<file path="config.mk">
export PLATFORM = sky130hd
export DESIGN_NAME = fpsi_top
export DESIGN_NICKNAME = d
export VERILOG_FILES = /design/src/fpsi_pkg.sv /design/src/fpsi_blink_gen.sv /design/src/fpsi_pwm.sv /design/src/fpsi_top.sv
export SDC_FILE = /design/constraint.sdc
export NUM_CORES = 1
export LEC_CHECK = 0
export ABC_AREA = 1
export BUFFER_PORTS_ARGS = -buffer_cell sky130_fd_sc_hd__buf_4
export CAP_MARGIN = 20
export CORE_MARGIN = 4
export CORE_UTILIZATION = 31
export CTS_CLUSTER_DIAMETER = 40
export DETAILED_ROUTE_END_ITERATION = 10
export HOLD_SLACK_MARGIN = 0.02
export PLACE_DENSITY = 0.56
export SYNTH_ARGS = -nofsm -noshare
export SYNTH_HDL_FRONTEND = slang
export SYNTH_SLANG_ARGS = --single-unit
</file>
<file path="constraint.sdc">
create_clock -name MCLK_IN -period 4.4 [get_ports MCLK_IN]
set_input_delay 0 -clock MCLK_IN [delete_from_list [all_inputs] [get_ports MCLK_IN]]
set_output_delay 0 -clock MCLK_IN [all_outputs]
set_load 0.01 [all_outputs]
</file>
<file path="src/fpsi_pkg.sv">
package fpsi_pkg;
  // clock and derived cycle counts
  localparam int CLK_HZ     = 100_000_000;
  localparam int CYC_PER_MS = CLK_HZ / 1000;

  // power-on indication and blocking windows
  localparam real BOOT_CAL_S   = 0.3;
  localparam int  BOOT_CAL_MS  = int'(BOOT_CAL_S * 1000.0);
  localparam real BOOT_ALM_S   = 1.0;
  localparam int  BOOT_ALM_MS  = int'(BOOT_ALM_S * 1000.0);
  localparam real CAL_BLOCK_S  = 10.0;
  localparam int  CAL_BLOCK_MS = int'(CAL_BLOCK_S * 1000.0);
  localparam int  CFG_CAP_MS   = 1;

  // blink half periods and flash timing in ms
  localparam int SLOW_HALF_MS  = 500;
  localparam int FAST_HALF_MS  = 125;
  localparam int LINK_HALF_MS  = 200;
  localparam int UV_HALF_MS    = 250;
  localparam int FLICK_HALF_MS = 25;
  localparam int FLASH_ON_MS   = 200;
  localparam int FLASH_PER_MS  = 1200;
  localparam real IMP_PER_S    = 1.2;
  localparam int IMP_PER_MS    = int'(IMP_PER_S * 1000.0);
  localparam int IMP_ON_MS     = 20;
  localparam int WRAP_MS       = 6000;
  localparam int ACT_HOLD_MS   = 50;

  // control word bit positions
  localparam int CTL_HEAT_BIT = 0;
  localparam int CTL_CAL_BIT  = 1;
  localparam int CTL_CLR_BIT  = 2;
  // status word bit positions
  localparam int STS_CAL_ACT = 0;
  localparam int STS_CAL_BLK = 1;
  localparam int STS_ALARM   = 2;
  localparam int STS_REG_ACT = 3;

  // reset values and levels
  localparam logic [15:0] WORD_RST    = 16'h0000;
  localparam logic [15:0] MIN_SET_C   = 16'h0028;
  localparam logic [11:0] DAC_ZERO    = 12'h000;
  localparam logic [11:0] DAC_ZP300   = 12'h10e;
  localparam logic [11:0] DAC_ZP500   = 12'h0a4;
  localparam logic [11:0] DAC_MAX     = 12'hfff;
  localparam logic [2:0]  WR_BYTES    = 3'h4;
  localparam logic [2:0]  RD_BYTES    = 3'h6;

  // link states from the protocol engine
  localparam logic [1:0] LNK_INIT   = 2'h0;
  localparam logic [1:0] LNK_PREOP  = 2'h1;
  localparam logic [1:0] LNK_SAFEOP = 2'h2;
  localparam logic [1:0] LNK_OP     = 2'h3;

  // calibration sequence states
  typedef enum logic [4:0] {
    CAL_BOOT = 5'b00001,
    CAL_NONE = 5'b00010,
    CAL_RUN  = 5'b00100,
    CAL_OK   = 5'b01000,
    CAL_FAIL = 5'b10000
  } fpsi_cal_t;
endpackage

</file>
<file path="src/fpsi_blink_gen.sv">
`timescale 1ns/1ns
module fpsi_blink_gen #(
  parameter int CYC_PER_MS = fpsi_pkg::CYC_PER_MS
) (
  input  wire logic clk_in,
  input  wire logic rst_in,
  output logic      ms_tick_out,
  output logic      slow_out,
  output logic      fast_out,
  output logic      link_out,
  output logic      uv_out,
  output logic      flick_out,
  output logic      flash_out,
  output logic      imp_out
);
  localparam int DW = $clog2(CYC_PER_MS);
  if (CYC_PER_MS < 2) $error("divider needs at least two cycles per ms");

  typedef struct packed {
    logic [DW-1:0] div;
    logic [12:0]   ms;
    logic          tick;
    logic          slow, fast, link, uv, flick, flash, imp;
  } fpsi_bg_t;

  fpsi_bg_t s_ff, nxt_s;

  function automatic logic half(input logic [12:0] t, input int h);
    half = (int'(t) % (2 * h)) < h;
  endfunction

  // one divider feeds every pattern so equal rates stay aligned
  always_comb begin
    nxt_s      = s_ff;
    nxt_s.tick = 1'b0;
    if (int'(s_ff.div) == CYC_PER_MS - 1) begin
      nxt_s.div  = '0;
      nxt_s.tick = 1'b1;
      nxt_s.ms   = (int'(s_ff.ms) == fpsi_pkg::WRAP_MS - 1) ? 13'h0000 : s_ff.ms + 13'h0001;
    end else begin
      nxt_s.div = s_ff.div + DW'(1);
    end
    nxt_s.slow  = half(s_ff.ms, fpsi_pkg::SLOW_HALF_MS);
    nxt_s.fast  = half(s_ff.ms, fpsi_pkg::FAST_HALF_MS);
    nxt_s.link  = half(s_ff.ms, fpsi_pkg::LINK_HALF_MS);
    nxt_s.uv    = half(s_ff.ms, fpsi_pkg::UV_HALF_MS);
    nxt_s.flick = half(s_ff.ms, fpsi_pkg::FLICK_HALF_MS);
    nxt_s.flash = (int'(s_ff.ms) % fpsi_pkg::FLASH_PER_MS) < fpsi_pkg::FLASH_ON_MS;
    nxt_s.imp   = (int'(s_ff.ms) % fpsi_pkg::IMP_PER_MS) < fpsi_pkg::IMP_ON_MS;
  end

  always_ff @(posedge clk_in) begin
    if (rst_in) begin
      s_ff <= '0;
    end else begin
      s_ff <= nxt_s;
    end
  end

  assign ms_tick_out = s_ff.tick;
  assign slow_out    = s_ff.slow;
  assign fast_out    = s_ff.fast;
  assign link_out    = s_ff.link;
  assign uv_out      = s_ff.uv;
  assign flick_out   = s_ff.flick;
  assign flash_out   = s_ff.flash;
  assign imp_out     = s_ff.imp;
endmodule

</file>
<file path="src/fpsi_pwm.sv">
`timescale 1ns/1ns
module fpsi_pwm #(
  parameter int W = 8
) (
  input  wire logic         clk_in,
  input  wire logic         rst_in,
  input  wire logic [W-1:0] duty_in,
  output logic              pwm_out
);
  if (W < 2 || W > 16) $error("pwm width out of range");

  typedef struct packed {
    logic [W-1:0] cnt;
    logic         pwm;
  } fpsi_pwm_t;

  fpsi_pwm_t s_ff, nxt_s;

  // free-running ramp compared with the power level
  always_comb begin
    nxt_s     = s_ff;
    nxt_s.cnt = s_ff.cnt + W'(1);
    nxt_s.pwm = s_ff.cnt < duty_in;
  end

  always_ff @(posedge clk_in) begin
    if (rst_in) begin
      s_ff <= '0;
    end else begin
      s_ff <= nxt_s;
    end
  end

  assign pwm_out = s_ff.pwm;
endmodule

</file>
<file path="src/fpsi_top.sv">
`timescale 1ns/1ns
module fpsi_top #(
  parameter int CYC_PER_MS   = fpsi_pkg::CYC_PER_MS,
  parameter int BOOT_CAL_MS  = fpsi_pkg::BOOT_CAL_MS,
  parameter int BOOT_ALM_MS  = fpsi_pkg::BOOT_ALM_MS,
  parameter int CAL_BLOCK_MS = fpsi_pkg::CAL_BLOCK_MS,
  parameter int PWM_W        = 8
) (
  // clock and reset
  input  wire logic             MCLK_IN,
  input  wire logic             RST_IN,
  // byte stream from the fieldbus master
  input  wire logic             XFER_START_IN,
  input  wire logic             WR_STB_IN,
  input  wire logic [7:0]       WR_DATA_IN,
  input  wire logic             RD_STB_IN,
  output logic      [7:0]       RD_DATA_OUT,
  // control core status
  input  wire logic             CAL_DONE_OK_IN,
  input  wire logic             CAL_DONE_BAD_IN,
  input  wire logic             CAL_WRONG_IN,
  input  wire logic [15:0]      ERROR_CODE_IN,
  input  wire logic [15:0]      ACTUAL_TEMP_IN,
  input  wire logic [11:0]      ACTUAL_CODE_IN,
  input  wire logic [PWM_W-1:0] HEAT_POWER_IN,
  input  wire logic             RANGE_500_IN,
  // protocol engine status
  input  wire logic             LINK_ACTIVE_IN,
  input  wire logic [1:0]       LINK_STATE_IN,
  input  wire logic             LINK_CFG_ERR_IN,
  input  wire logic [1:0]       PORT_ACT_IN,
  // board pins
  input  wire logic [1:0]       PORT_LINK_IN,
  input  wire logic             UNDERVOLT_IN,
  input  wire logic             CFG_CHANGED_IN,
  // front panel
  output logic                  LED_CAL_OUT,
  output logic                  LED_HEAT_OUT,
  output logic                  LED_OUTPUT_OUT,
  output logic                  LED_ALARM_OUT,
  output logic                  LED_RUN_OUT,
  output logic                  LED_ERR_OUT,
  output logic      [1:0]       LED_LA_OUT,
  // flags and control core commands
  output logic                  CAL_ACTIVE_OUT,
  output logic                  CAL_BLOCKED_OUT,
  output logic                  ALARM_ACTIVE_OUT,
  output logic                  REG_ACTIVE_OUT,
  output logic      [15:0]      SETPOINT_OUT,
  output logic      [11:0]      ACTUAL_DAC_OUT
);
  if (CYC_PER_MS < 2) $error("CYC_PER_MS too small");
  if (CAL_BLOCK_MS >= 16383 || CAL_BLOCK_MS < BOOT_ALM_MS) $error("bad CAL_BLOCK_MS");
  if (BOOT_CAL_MS < 1 || BOOT_ALM_MS < BOOT_CAL_MS) $error("bad boot times");

  typedef struct packed {
    fpsi_pkg::fpsi_cal_t cal;
    logic [13:0] up_ms;
    logic        cfg_chg;
    logic [15:0] setpoint;
    logic [15:0] control;
    logic [23:0] wr_buf;
    logic [2:0]  wr_idx;
    logic [47:0] rd_snap;
    logic [2:0]  rd_idx;
    logic [7:0]  rd_data;
    logic        uv_s1, uv_s2;
    logic        cfg_s1, cfg_s2;
    logic [1:0]  lk_s1, lk_s2;
    logic [5:0]  act0, act1;
    logic        led_cal, led_heat, led_out, led_alarm, led_run, led_err;
    logic [1:0]  led_la;
    logic        cal_act, cal_blk, alarm, reg_act;
    logic [11:0] dac;
  } fpsi_top_t;

  fpsi_top_t s_ff, nxt_s;

  logic ms_tick;
  logic p_slow;
  logic p_fast;
  logic p_link;
  logic p_uv;
  logic p_flick;
  logic p_flash;
  logic p_imp;
  logic p_pwm;

  ////////////////////////////////////////////////////////////////////////////
  // pattern sources

  fpsi_blink_gen #(
    .CYC_PER_MS (CYC_PER_MS)
  ) u_blink (
    .clk_in      (MCLK_IN),
    .rst_in      (RST_IN),
    .ms_tick_out (ms_tick),
    .slow_out    (p_slow),
    .fast_out    (p_fast),
    .link_out    (p_link),
    .uv_out      (p_uv),
    .flick_out   (p_flick),
    .flash_out   (p_flash),
    .imp_out     (p_imp)
  );

  fpsi_pwm #(
    .W (PWM_W)
  ) u_pwm (
    .clk_in  (MCLK_IN),
    .rst_in  (RST_IN),
    .duty_in (HEAT_POWER_IN),
    .pwm_out (p_pwm)
  );

  ////////////////////////////////////////////////////////////////////////////
  // helpers

  // activity stretch counter: reload on frame, count down each ms
  function automatic logic [5:0] act_next(input logic [5:0] c, input logic hit, input logic tick);
    if (hit) begin
      act_next = 6'(fpsi_pkg::ACT_HOLD_MS);
    end else if (tick && c != 6'h00) begin
      act_next = c - 6'h01;
    end else begin
      act_next = c;
    end
  endfunction

  // port LED: dark without link, flicker with traffic, else steady
  function automatic logic la_led(input logic lnk, input logic [5:0] c, input logic flick);
    la_led = lnk && ((c == 6'h00) || flick);
  endfunction

  ////////////////////////////////////////////////////////////////////////////
  // decoded conditions

  logic in_boot_cal;
  logic in_boot_alm;
  logic in_block;
  logic heat_req;
  logic cal_req;
  logic clr_req;
  logic err_any;
  logic cal_other_blk;
  logic cal_blocked;
  logic heat_ok;
  logic alarm_any;
  logic zero_out;
  logic [12:0] dac_sum;
  logic [11:0] zp_level;

  assign heat_req = s_ff.control[fpsi_pkg::CTL_HEAT_BIT];
  assign cal_req  = s_ff.control[fpsi_pkg::CTL_CAL_BIT];
  assign clr_req  = s_ff.control[fpsi_pkg::CTL_CLR_BIT];
  assign err_any  = ERROR_CODE_IN != 16'h0000;

  // power-on windows measured from reset release
  assign in_boot_cal = int'(s_ff.up_ms) < BOOT_CAL_MS;
  assign in_boot_alm = int'(s_ff.up_ms) < BOOT_ALM_MS;
  assign in_block    = int'(s_ff.up_ms) < CAL_BLOCK_MS;

  // calibration is refused while heating, clearing or faulted
  assign cal_other_blk = heat_req || clr_req || err_any || s_ff.uv_s2;
  assign cal_blocked   = in_block || cal_other_blk;

  // heating only when calibrated and everything allows it
  assign heat_ok = heat_req && (s_ff.cal == fpsi_pkg::CAL_OK) && !clr_req && !err_any &&
                   !s_ff.uv_s2 && (s_ff.setpoint >= fpsi_pkg::MIN_SET_C);

  assign alarm_any = (s_ff.cal == fpsi_pkg::CAL_FAIL) || CAL_WRONG_IN || err_any;

  // actual value forced to zero while calibrating or clearing
  assign zero_out = (s_ff.cal == fpsi_pkg::CAL_RUN) || clr_req;
  assign zp_level = RANGE_500_IN ? fpsi_pkg::DAC_ZP500 : fpsi_pkg::DAC_ZP300;
  assign dac_sum  = {1'b0, zp_level} + {1'b0, ACTUAL_CODE_IN};

  ////////////////////////////////////////////////////////////////////////////
  // next state

  always_comb begin
    nxt_s = s_ff;

    // pin synchronisers
    nxt_s.uv_s1  = UNDERVOLT_IN;
    nxt_s.uv_s2  = s_ff.uv_s1;
    nxt_s.cfg_s1 = CFG_CHANGED_IN;
    nxt_s.cfg_s2 = s_ff.cfg_s1;
    nxt_s.lk_s1  = PORT_LINK_IN;
    nxt_s.lk_s2  = s_ff.lk_s1;

    // time since power-on, saturating at the blocking window
    if (ms_tick && in_block) begin
      nxt_s.up_ms = s_ff.up_ms + 14'h0001;
    end
    // configuration-changed strap caught once after release
    if (ms_tick && int'(s_ff.up_ms) == fpsi_pkg::CFG_CAP_MS) begin
      nxt_s.cfg_chg = s_ff.cfg_s2;
    end

    // byte writes: set point then control, low byte first
    if (XFER_START_IN) begin
      nxt_s.wr_idx  = 3'h0;
      nxt_s.rd_idx  = 3'h0;
      nxt_s.rd_snap = {ERROR_CODE_IN,
                       12'h000, s_ff.reg_act, s_ff.alarm, s_ff.cal_blk, s_ff.cal_act,
                       zero_out ? 16'h0000 : ACTUAL_TEMP_IN};
    end else begin
      if (WR_STB_IN && s_ff.wr_idx < fpsi_pkg::WR_BYTES) begin
        nxt_s.wr_idx = s_ff.wr_idx + 3'h1;
        unique case (s_ff.wr_idx)
          3'h0: nxt_s.wr_buf[7:0]   = WR_DATA_IN;
          3'h1: nxt_s.wr_buf[15:8]  = WR_DATA_IN;
          3'h2: nxt_s.wr_buf[23:16] = WR_DATA_IN;
          default: begin
            nxt_s.setpoint = s_ff.wr_buf[15:0];
            nxt_s.control  = {WR_DATA_IN, s_ff.wr_buf[23:16]};
          end
        endcase
      end
      // byte reads: actual, status, error, low byte first
      if (RD_STB_IN) begin
        if (s_ff.rd_idx < fpsi_pkg::RD_BYTES) begin
          nxt_s.rd_data = s_ff.rd_snap[8*s_ff.rd_idx +: 8];
          nxt_s.rd_idx  = s_ff.rd_idx + 3'h1;
        end else begin
          nxt_s.rd_data = 8'h00;
        end
      end
    end

    // calibration sequence
    unique case (s_ff.cal)
      fpsi_pkg::CAL_BOOT: begin
        if (!in_block) begin
          nxt_s.cal = fpsi_pkg::CAL_NONE;
        end
      end
      fpsi_pkg::CAL_RUN: begin
        if (CAL_DONE_OK_IN) begin
          nxt_s.cal = fpsi_pkg::CAL_OK;
        end else if (CAL_DONE_BAD_IN) begin
          nxt_s.cal = fpsi_pkg::CAL_FAIL;
        end
      end
      default: begin
        if (cal_req && !cal_blocked) begin
          nxt_s.cal = fpsi_pkg::CAL_RUN;
        end
      end
    endcase

    // flags to the master
    nxt_s.cal_act = s_ff.cal == fpsi_pkg::CAL_RUN;
    nxt_s.cal_blk = cal_blocked;
    nxt_s.alarm   = alarm_any;
    nxt_s.reg_act = heat_ok;

    // calibration LED: boot, undervoltage, running, clear, blocked
    if (in_boot_cal) begin
      nxt_s.led_cal = 1'b1;
    end else if (s_ff.uv_s2) begin
      nxt_s.led_cal = p_uv;
    end else if (s_ff.cal == fpsi_pkg::CAL_RUN) begin
      nxt_s.led_cal = 1'b1;
    end else if (clr_req) begin
      nxt_s.led_cal = p_slow;
    end else if (cal_req && cal_blocked) begin
      nxt_s.led_cal = p_fast;
    end else begin
      nxt_s.led_cal = 1'b0;
    end

    // alarm LED: boot notice on config change, bad cal, wrong cal, other error
    if (in_boot_alm && s_ff.cfg_chg) begin
      nxt_s.led_alarm = 1'b1;
    end else if (s_ff.cal == fpsi_pkg::CAL_FAIL) begin
      nxt_s.led_alarm = p_slow;
    end else if (CAL_WRONG_IN) begin
      nxt_s.led_alarm = p_fast;
    end else begin
      nxt_s.led_alarm = err_any;
    end

    // heat LED: steady while heating, fast when refused
    if (heat_ok) begin
      nxt_s.led_heat = 1'b1;
    end else begin
      nxt_s.led_heat = heat_req && p_fast;
    end

    // output LED: power brightness, idle measuring impulses
    if (heat_ok) begin
      nxt_s.led_out = p_pwm;
    end else if (!alarm_any && !clr_req && s_ff.cal != fpsi_pkg::CAL_BOOT) begin
      nxt_s.led_out = p_imp;
    end else begin
      nxt_s.led_out = 1'b0;
    end

    // link run and error LEDs
    if (!LINK_ACTIVE_IN) begin
      nxt_s.led_run = 1'b0;
      nxt_s.led_err = 1'b0;
    end else begin
      unique case (LINK_STATE_IN)
        fpsi_pkg::LNK_INIT:   nxt_s.led_run = 1'b0;
        fpsi_pkg::LNK_PREOP:  nxt_s.led_run = p_link;
        fpsi_pkg::LNK_SAFEOP: nxt_s.led_run = p_flash;
        default:              nxt_s.led_run = 1'b1;
      endcase
      nxt_s.led_err = LINK_CFG_ERR_IN && p_link;
    end

    // port link/activity LEDs
    nxt_s.act0      = act_next(s_ff.act0, PORT_ACT_IN[0], ms_tick);
    nxt_s.act1      = act_next(s_ff.act1, PORT_ACT_IN[1], ms_tick);
    nxt_s.led_la[0] = la_led(s_ff.lk_s2[0], s_ff.act0, p_flick);
    nxt_s.led_la[1] = la_led(s_ff.lk_s2[1], s_ff.act1, p_flick);

    // actual value output level
    if (zero_out || s_ff.cal != fpsi_pkg::CAL_OK) begin
      nxt_s.dac = fpsi_pkg::DAC_ZERO;
    end else if (dac_sum[12]) begin
      nxt_s.dac = fpsi_pkg::DAC_MAX;
    end else begin
      nxt_s.dac = dac_sum[11:0];
    end
  end

  ////////////////////////////////////////////////////////////////////////////
  // state register

  always_ff @(posedge MCLK_IN) begin
    if (RST_IN) begin
      s_ff          <= '0;
      s_ff.cal      <= fpsi_pkg::CAL_BOOT;
      s_ff.setpoint <= fpsi_pkg::WORD_RST;
      s_ff.control  <= fpsi_pkg::WORD_RST;
    end else begin
      s_ff <= nxt_s;
    end
  end

  ////////////////////////////////////////////////////////////////////////////
  // outputs

  assign RD_DATA_OUT      = s_ff.rd_data;
  assign LED_CAL_OUT      = s_ff.led_cal;
  assign LED_HEAT_OUT     = s_ff.led_heat;
  assign LED_OUTPUT_OUT   = s_ff.led_out;
  assign LED_ALARM_OUT    = s_ff.led_alarm;
  assign LED_RUN_OUT      = s_ff.led_run;
  assign LED_ERR_OUT      = s_ff.led_err;
  assign LED_LA_OUT       = s_ff.led_la;
  assign CAL_ACTIVE_OUT   = s_ff.cal_act;
  assign CAL_BLOCKED_OUT  = s_ff.cal_blk;
  assign ALARM_ACTIVE_OUT = s_ff.alarm;
  assign REG_ACTIVE_OUT   = s_ff.reg_act;
  assign SETPOINT_OUT     = s_ff.setpoint;
  assign ACTUAL_DAC_OUT   = s_ff.dac;
endmodule

</file>
======== Word level (Yosys, flattened, before mapping) ========
Index checks and enable logic that the tools add are counted.
operators by class
  add/sub/neg operators ................... 9
  div/mod/pow operators ................... 6
  $lt $le $gt $ge ......................... 14
  eq/ne operators ......................... 15
  shift operators ......................... 1
  multiplexer cells ....................... 27
  bitwise operators ....................... 3
  reductions and logical operators ........ 58
operator list
  kind                                                      count
  < comparator 32 x 9 -> 1 bit (second input constant)      3
  < comparator 32 x 6 -> 1 bit (second input constant)      2
  remainder unit 14 x 10 -> 32 bit (second input constant)  2
  indexed part select 48 x 7 -> 8 bit                       1
  < comparator 32 x 10 -> 1 bit (second input constant)     1
  < comparator 32 x 8 -> 1 bit (second input constant)      1
  remainder unit 14 x 11 -> 32 bit (second input constant)  1
  remainder unit 14 x 12 -> 32 bit (second input constant)  1
  remainder unit 14 x 7 -> 32 bit (second input constant)   1
  remainder unit 14 x 9 -> 32 bit (second input constant)   1
  2-to-1 mux 6 bit                                          4
  2-to-1 mux 5 bit                                          4
  logical AND 1 bit                                         19
  adder 17 x 1 -> 17 bit (second input constant)            1
  == test 17 x 16 -> 1 bit (second input constant)          1
  >= comparator 16 x 6 -> 1 bit (second input constant)     1
  2-to-1 mux 16 bit                                         1
  nonzero test 16 bit                                       1
  AND reduction 3 bit                                       5
  adder 14 x 1 -> 14 bit (second input constant)            1
  == test 14 x 2 -> 1 bit (second input constant)           1
  < comparator 14 x 10 -> 1 bit (second input constant)     1
  < comparator 14 bit (second input constant)               1
  < comparator 14 x 9 -> 1 bit (second input constant)      1
  39 further kinds                                          77
word-level totals
  flip-flop bits (word level) ............. 199
  bits of input ports ..................... 79
  word-level logic and storage cells ...... 179

======== Logic depth before layout (Yosys ltp) ========
  depth after elaboration ................. 10
  depth in mapped cells ................... 52

======== Modules after synthesis ========
Synthesis repeated with hierarchy kept, for this count alone.
second synthesis, totals
  cell total of the unflattened synthesis .. 1827
  area, all modules ....................... 12384.4 um^2
by module, submodules not included
  module          times used  cells an instance  area each (um^2)  seq. area each (um^2)
  fpsi_top        1           931                6862.8            3042.9
  fpsi_blink_gen  1           822                4979.8            760.7
  fpsi_pwm        1           74                 541.8             180.2

======== Worst setup path before layout ========
OpenSTA, ideal clock, no wires.
  path kind ............................... reg-to-reg
  start point ............................. reg u_blink.s_ff[16] (netlist bit)
  end point ............................... reg u_blink.s_ff (netlist bit u_blink.flick_out)
  data arrival time ....................... 4613 ps
  setup slack ............................. -283 ps
  stages on the path, launching flop included .. 48
  path buffers ............................ 0
  path through ............................ dfxtp_1 > inv_2 > a21oi_1 > ha_1 > nand3_1 > nand2_4 > nor2_8 > nand2_4 > nand2_2 > nand2_2 > nor2_4 > nand2_4 > nand3_4 > nand2_2 > nand2_4 > nand3_4 > nand2_4 > nand3_4 > (+12 left out) > nand2_4 > nand2_2 > nand2_1 > inv_1 > ha_1 > inv_1 > nand4_1 > nand2_1 > nand2_1 > nand2_1 > inv_2 > nand2_1 > nand2_1 > inv_1 > nand2_1 > nor2_1 > nand3_1 > a21oi_1
between the ends
  word-level cells in the longest chain between the ends .. 2
ends and longest elaborated chain
  item                             RTL line              RTL
  from (decl)                      fpsi_blink_gen.sv:26  fpsi_bg_t s_ff, nxt_s;
  from (signal assigned)           fpsi_blink_gen.sv:56  s_ff <= nxt_s;
  remainder unit 14 x 7 -> 32 bit  fpsi_blink_gen.sv:29  half = (int'(t) % (2 * h)) < h;
  < comparator 32 x 6 -> 1 bit     fpsi_blink_gen.sv:29
Every way passes these cells.
A chain may end at the register's enable or synchronous reset.

======== Final worst setup path ========
Same ends and word-level chain as after synthesis.

==> summary.txt <==
fin nets - 2250
GRT Resource Usage Total - 15.57%
synthesized instance count - 1832
Pins Over Slew Limit - 0
Fill cells - 4024
Top cell by count, worst path - nand2_4
largest net degree at the start of global routing - 69
IO Port Bufs - 126
detailed placer's ending HPWL - 25970 um
Synth top cells by count - nand2_1, nor2_1, inv_1
final worst slack - -429.3 ps
dominant synthesized flop cell - dfxtp_1
min Tclk post-route - 4829 ps
Max Fclk - 207.1 MHz
Syn Area/Cell - 6.746 um2
CTS clk-pin slew, worst paths - 90 ps
CTS tree - done
post-DR vias/cell - 4.633
critical path arrival - 5150 ps
WL per Instance - 12.69 um
part of the cycle the worst path needs - 109.8%
root buf cell - clkbuf_16
dpl ws - -370.3 ps
num ports - 127
Ys Warns - 0
Site Rows - 72
crit-path max FO - 8
final WL - 33830 um
register bit total from synthesis - 199
Layout area overhead - 30.96%
CTS sink count - 199
Slew HR - 33.86%
syn_nets - 1947
clock buffer count from CTS - 17
hold crit path type - input port to flop
pwr dens - 252.9 nW/um2
worst-skew pair later-pin latency - 450 ps
Critical Path Max Stage Delay - 360 ps
remaining global-route overflow - 0
total of max-cap violations - 0
1st-iter DRT viols - 418
Longest Clk Path Bufs - 2
Crit. End Element - flop
H-tree Lvls - 4
DIE WIDTH - 207.7 um
count leader, synth - nand2_1
ranking of synthesized cells by area - dfxtp_1, nand2_1, nor2_1, inv_1, o21ai_0
Syn Std Cell Area - 12360 um2
Worst VDD drop - 0.2370 mV
sequential share of the synthesized area - 32.23%
CP Class - flop to flop
unrepaired setup endpoints after global routing - yes
Leakage - 7.722 nW
status - complete, but fails checks
WP buf/inv - 4
Synth top area share - 32.23%
n_diodes - 0
CP top delay family - simple AND/OR/NAND/NOR gates
chip height - 207.7 um
fraction of layout cells with a size suffix above 1 - 21.83%
type of origin of the critical path - flop
initial antenna violation count - 0
Worst Path Required - 4730 ps
Netlist cell types - 58
Finished Core Util - 41.49%
Core Region - 39010 um2
first-pass GRT wire length - 57350 um
Post-synth ARST share - 0%
final setup violation count - 4
slowest cell on the critical path - dfxtp_2
final antenna-violating net count - 0
initial core utilization - 31.68%
Post-synth EDFFs - 0
First-pass DRT Iterations - 7
DR DRC count - 0
GPL Wtd Cong - 0.8402
Slew @ Worst Pin - 989.3 ps
failing checks - setup timing
Synth area leader - dfxtp_1
vias in the first global route - 11984
Fin. Hold Viols - 0
full die area - 43130 um2
Layout Skew - 17.20 ps
vias - 12351
[metal layers]
metal | track usage, % | wire length [um] | vias up
met5 | 0 | 0 | -
met4 | 4.371 | 749 | 0
met3 | 2.584 | 1124 | 35
met2 | 28.03 | 16640 | 194
met1 | 19.19 | 15320 | 5578
li1 | - | - | 6544
[tightest hold or removal path, stage by stage]
cell     delay, ps
buf_4           80
ha_1           150
xnor2_1        120
o21ai_0         80
inv_1           50
[layout make-up]
type | count | area [um2] | share of cell area [%]
Sequential cell | 199 | 3989 | 24.64
Clock buffer | 18 | 429.2 | 2.652
Tap cell | 518 | 648.1 | 4.004
Timing Repair Buffer | 366 | 2962 | 18.30
Inverter | 254 | 953.4 | 5.891
Multi-Input combinational cell | 1297 | 7025 | 43.41
Clock inverter | 14 | 178.9 | 1.105
[where the power goes]
group / switching, W / internal (W) / leakage [nW]
clock: 0.000820 / 0.000820 / 0.289
combinational: 0.000287 / 0.000228 / 5.81
sequential: 0.0000522 / 0.00189 / 1.63
total: 0.00116 / 0.00293 / 7.72
[flip-flops by register name, indices dropped and copies added (netlist names), 2 cells and up]
| signal | flops |
|---|---|
| u_pwm.s_ff | 8 |
| s_ff | 97 |
| SETPOINT_OUT | 16 |
| ACTUAL_DAC_OUT | 12 |
| nxt_s | 4 |
| u_blink.s_ff | 30 |
| LED_LA_OUT | 2 |
| RD_DATA_OUT | 8 |
[cells by family (layout without fill, tap and decap cells)]
group	after synthesis	after routing	synth area share [%]
AND/OR/NAND/NOR	904	904	35.87
XOR/XNOR	38	38	2.693
buffers and inverters	336	652	11.46
AO/OA/AOI/OAI	319	319	14.10
adder cells (fa/ha/maj)	36	36	3.644
flip-flops	199	199	32.23
[per-stage QoR]
step / setup TNS, ps / hold WS, ps / cell area [um2] / total power [W] / std cells
after floorplan: -178.4 / 79.31 / 12370 / 0.002271 / 1832
after global placement: -411.2 / 202.5 / 14680 / 0.002431 / 2550
after detailed placement: -759.8 / 209.6 / 14680 / 0.002442 / 2550
after CTS: -785.4 / 34.65 / 16120 / 0.004158 / 2662
after global routing: -2947 / 65.28 / 16190 / 0.004304 / 2666
final: -733.7 / 58.81 / 16190 / 0.004093 / 2666
[layout by cell type (no fill, tap or decap), types with 8 or more instances in the layout]
cell	n
o22ai_1	11
ha_1	36
nor2_2	10
nor2_1	235
nand2_2	37
nand4_1	51
clkbuf_16	17
nor4_1	20
a31oi_1	8
o21ai_0	150
o21ai_1	12
inv_1	228
a21oi_1	102
inv_2	21
nor2_4	15
nand3_1	111
xor2_1	30
buf_4	285
nand2_1	325
nand3_2	14
dfxtp_1	195
nand2_4	26
dlygate4sd3_1	79
nor3_1	31
[path summary, 6_finish.rpt]
check	slack, ps	from	cells past startpoint	to
worst max register to register	-430	u_blink.s_ff[16]	41	u_blink.flick_out
worst min-delay path	60	ACTUAL_CODE_IN[3]	5	ACTUAL_DAC_OUT[3]
worst max-delay path	-430	u_blink.s_ff[16]	41	u_blink.flick_out
worst min register to register	410	nxt_s[40]	2	s_ff[40]
[timing repair]
item | 4_1_cts | 5_1_grt
buffers inserted | 1 | 4
gates resized for setup | 11 | 12
hold buffers | 79 | 0
pin swaps | 2 | 9
hold endpoints to repair | 102 | 0
endpoints found under the setup margin | 4 | 5
Note: power is estimated with default switching activity, not from simulation.
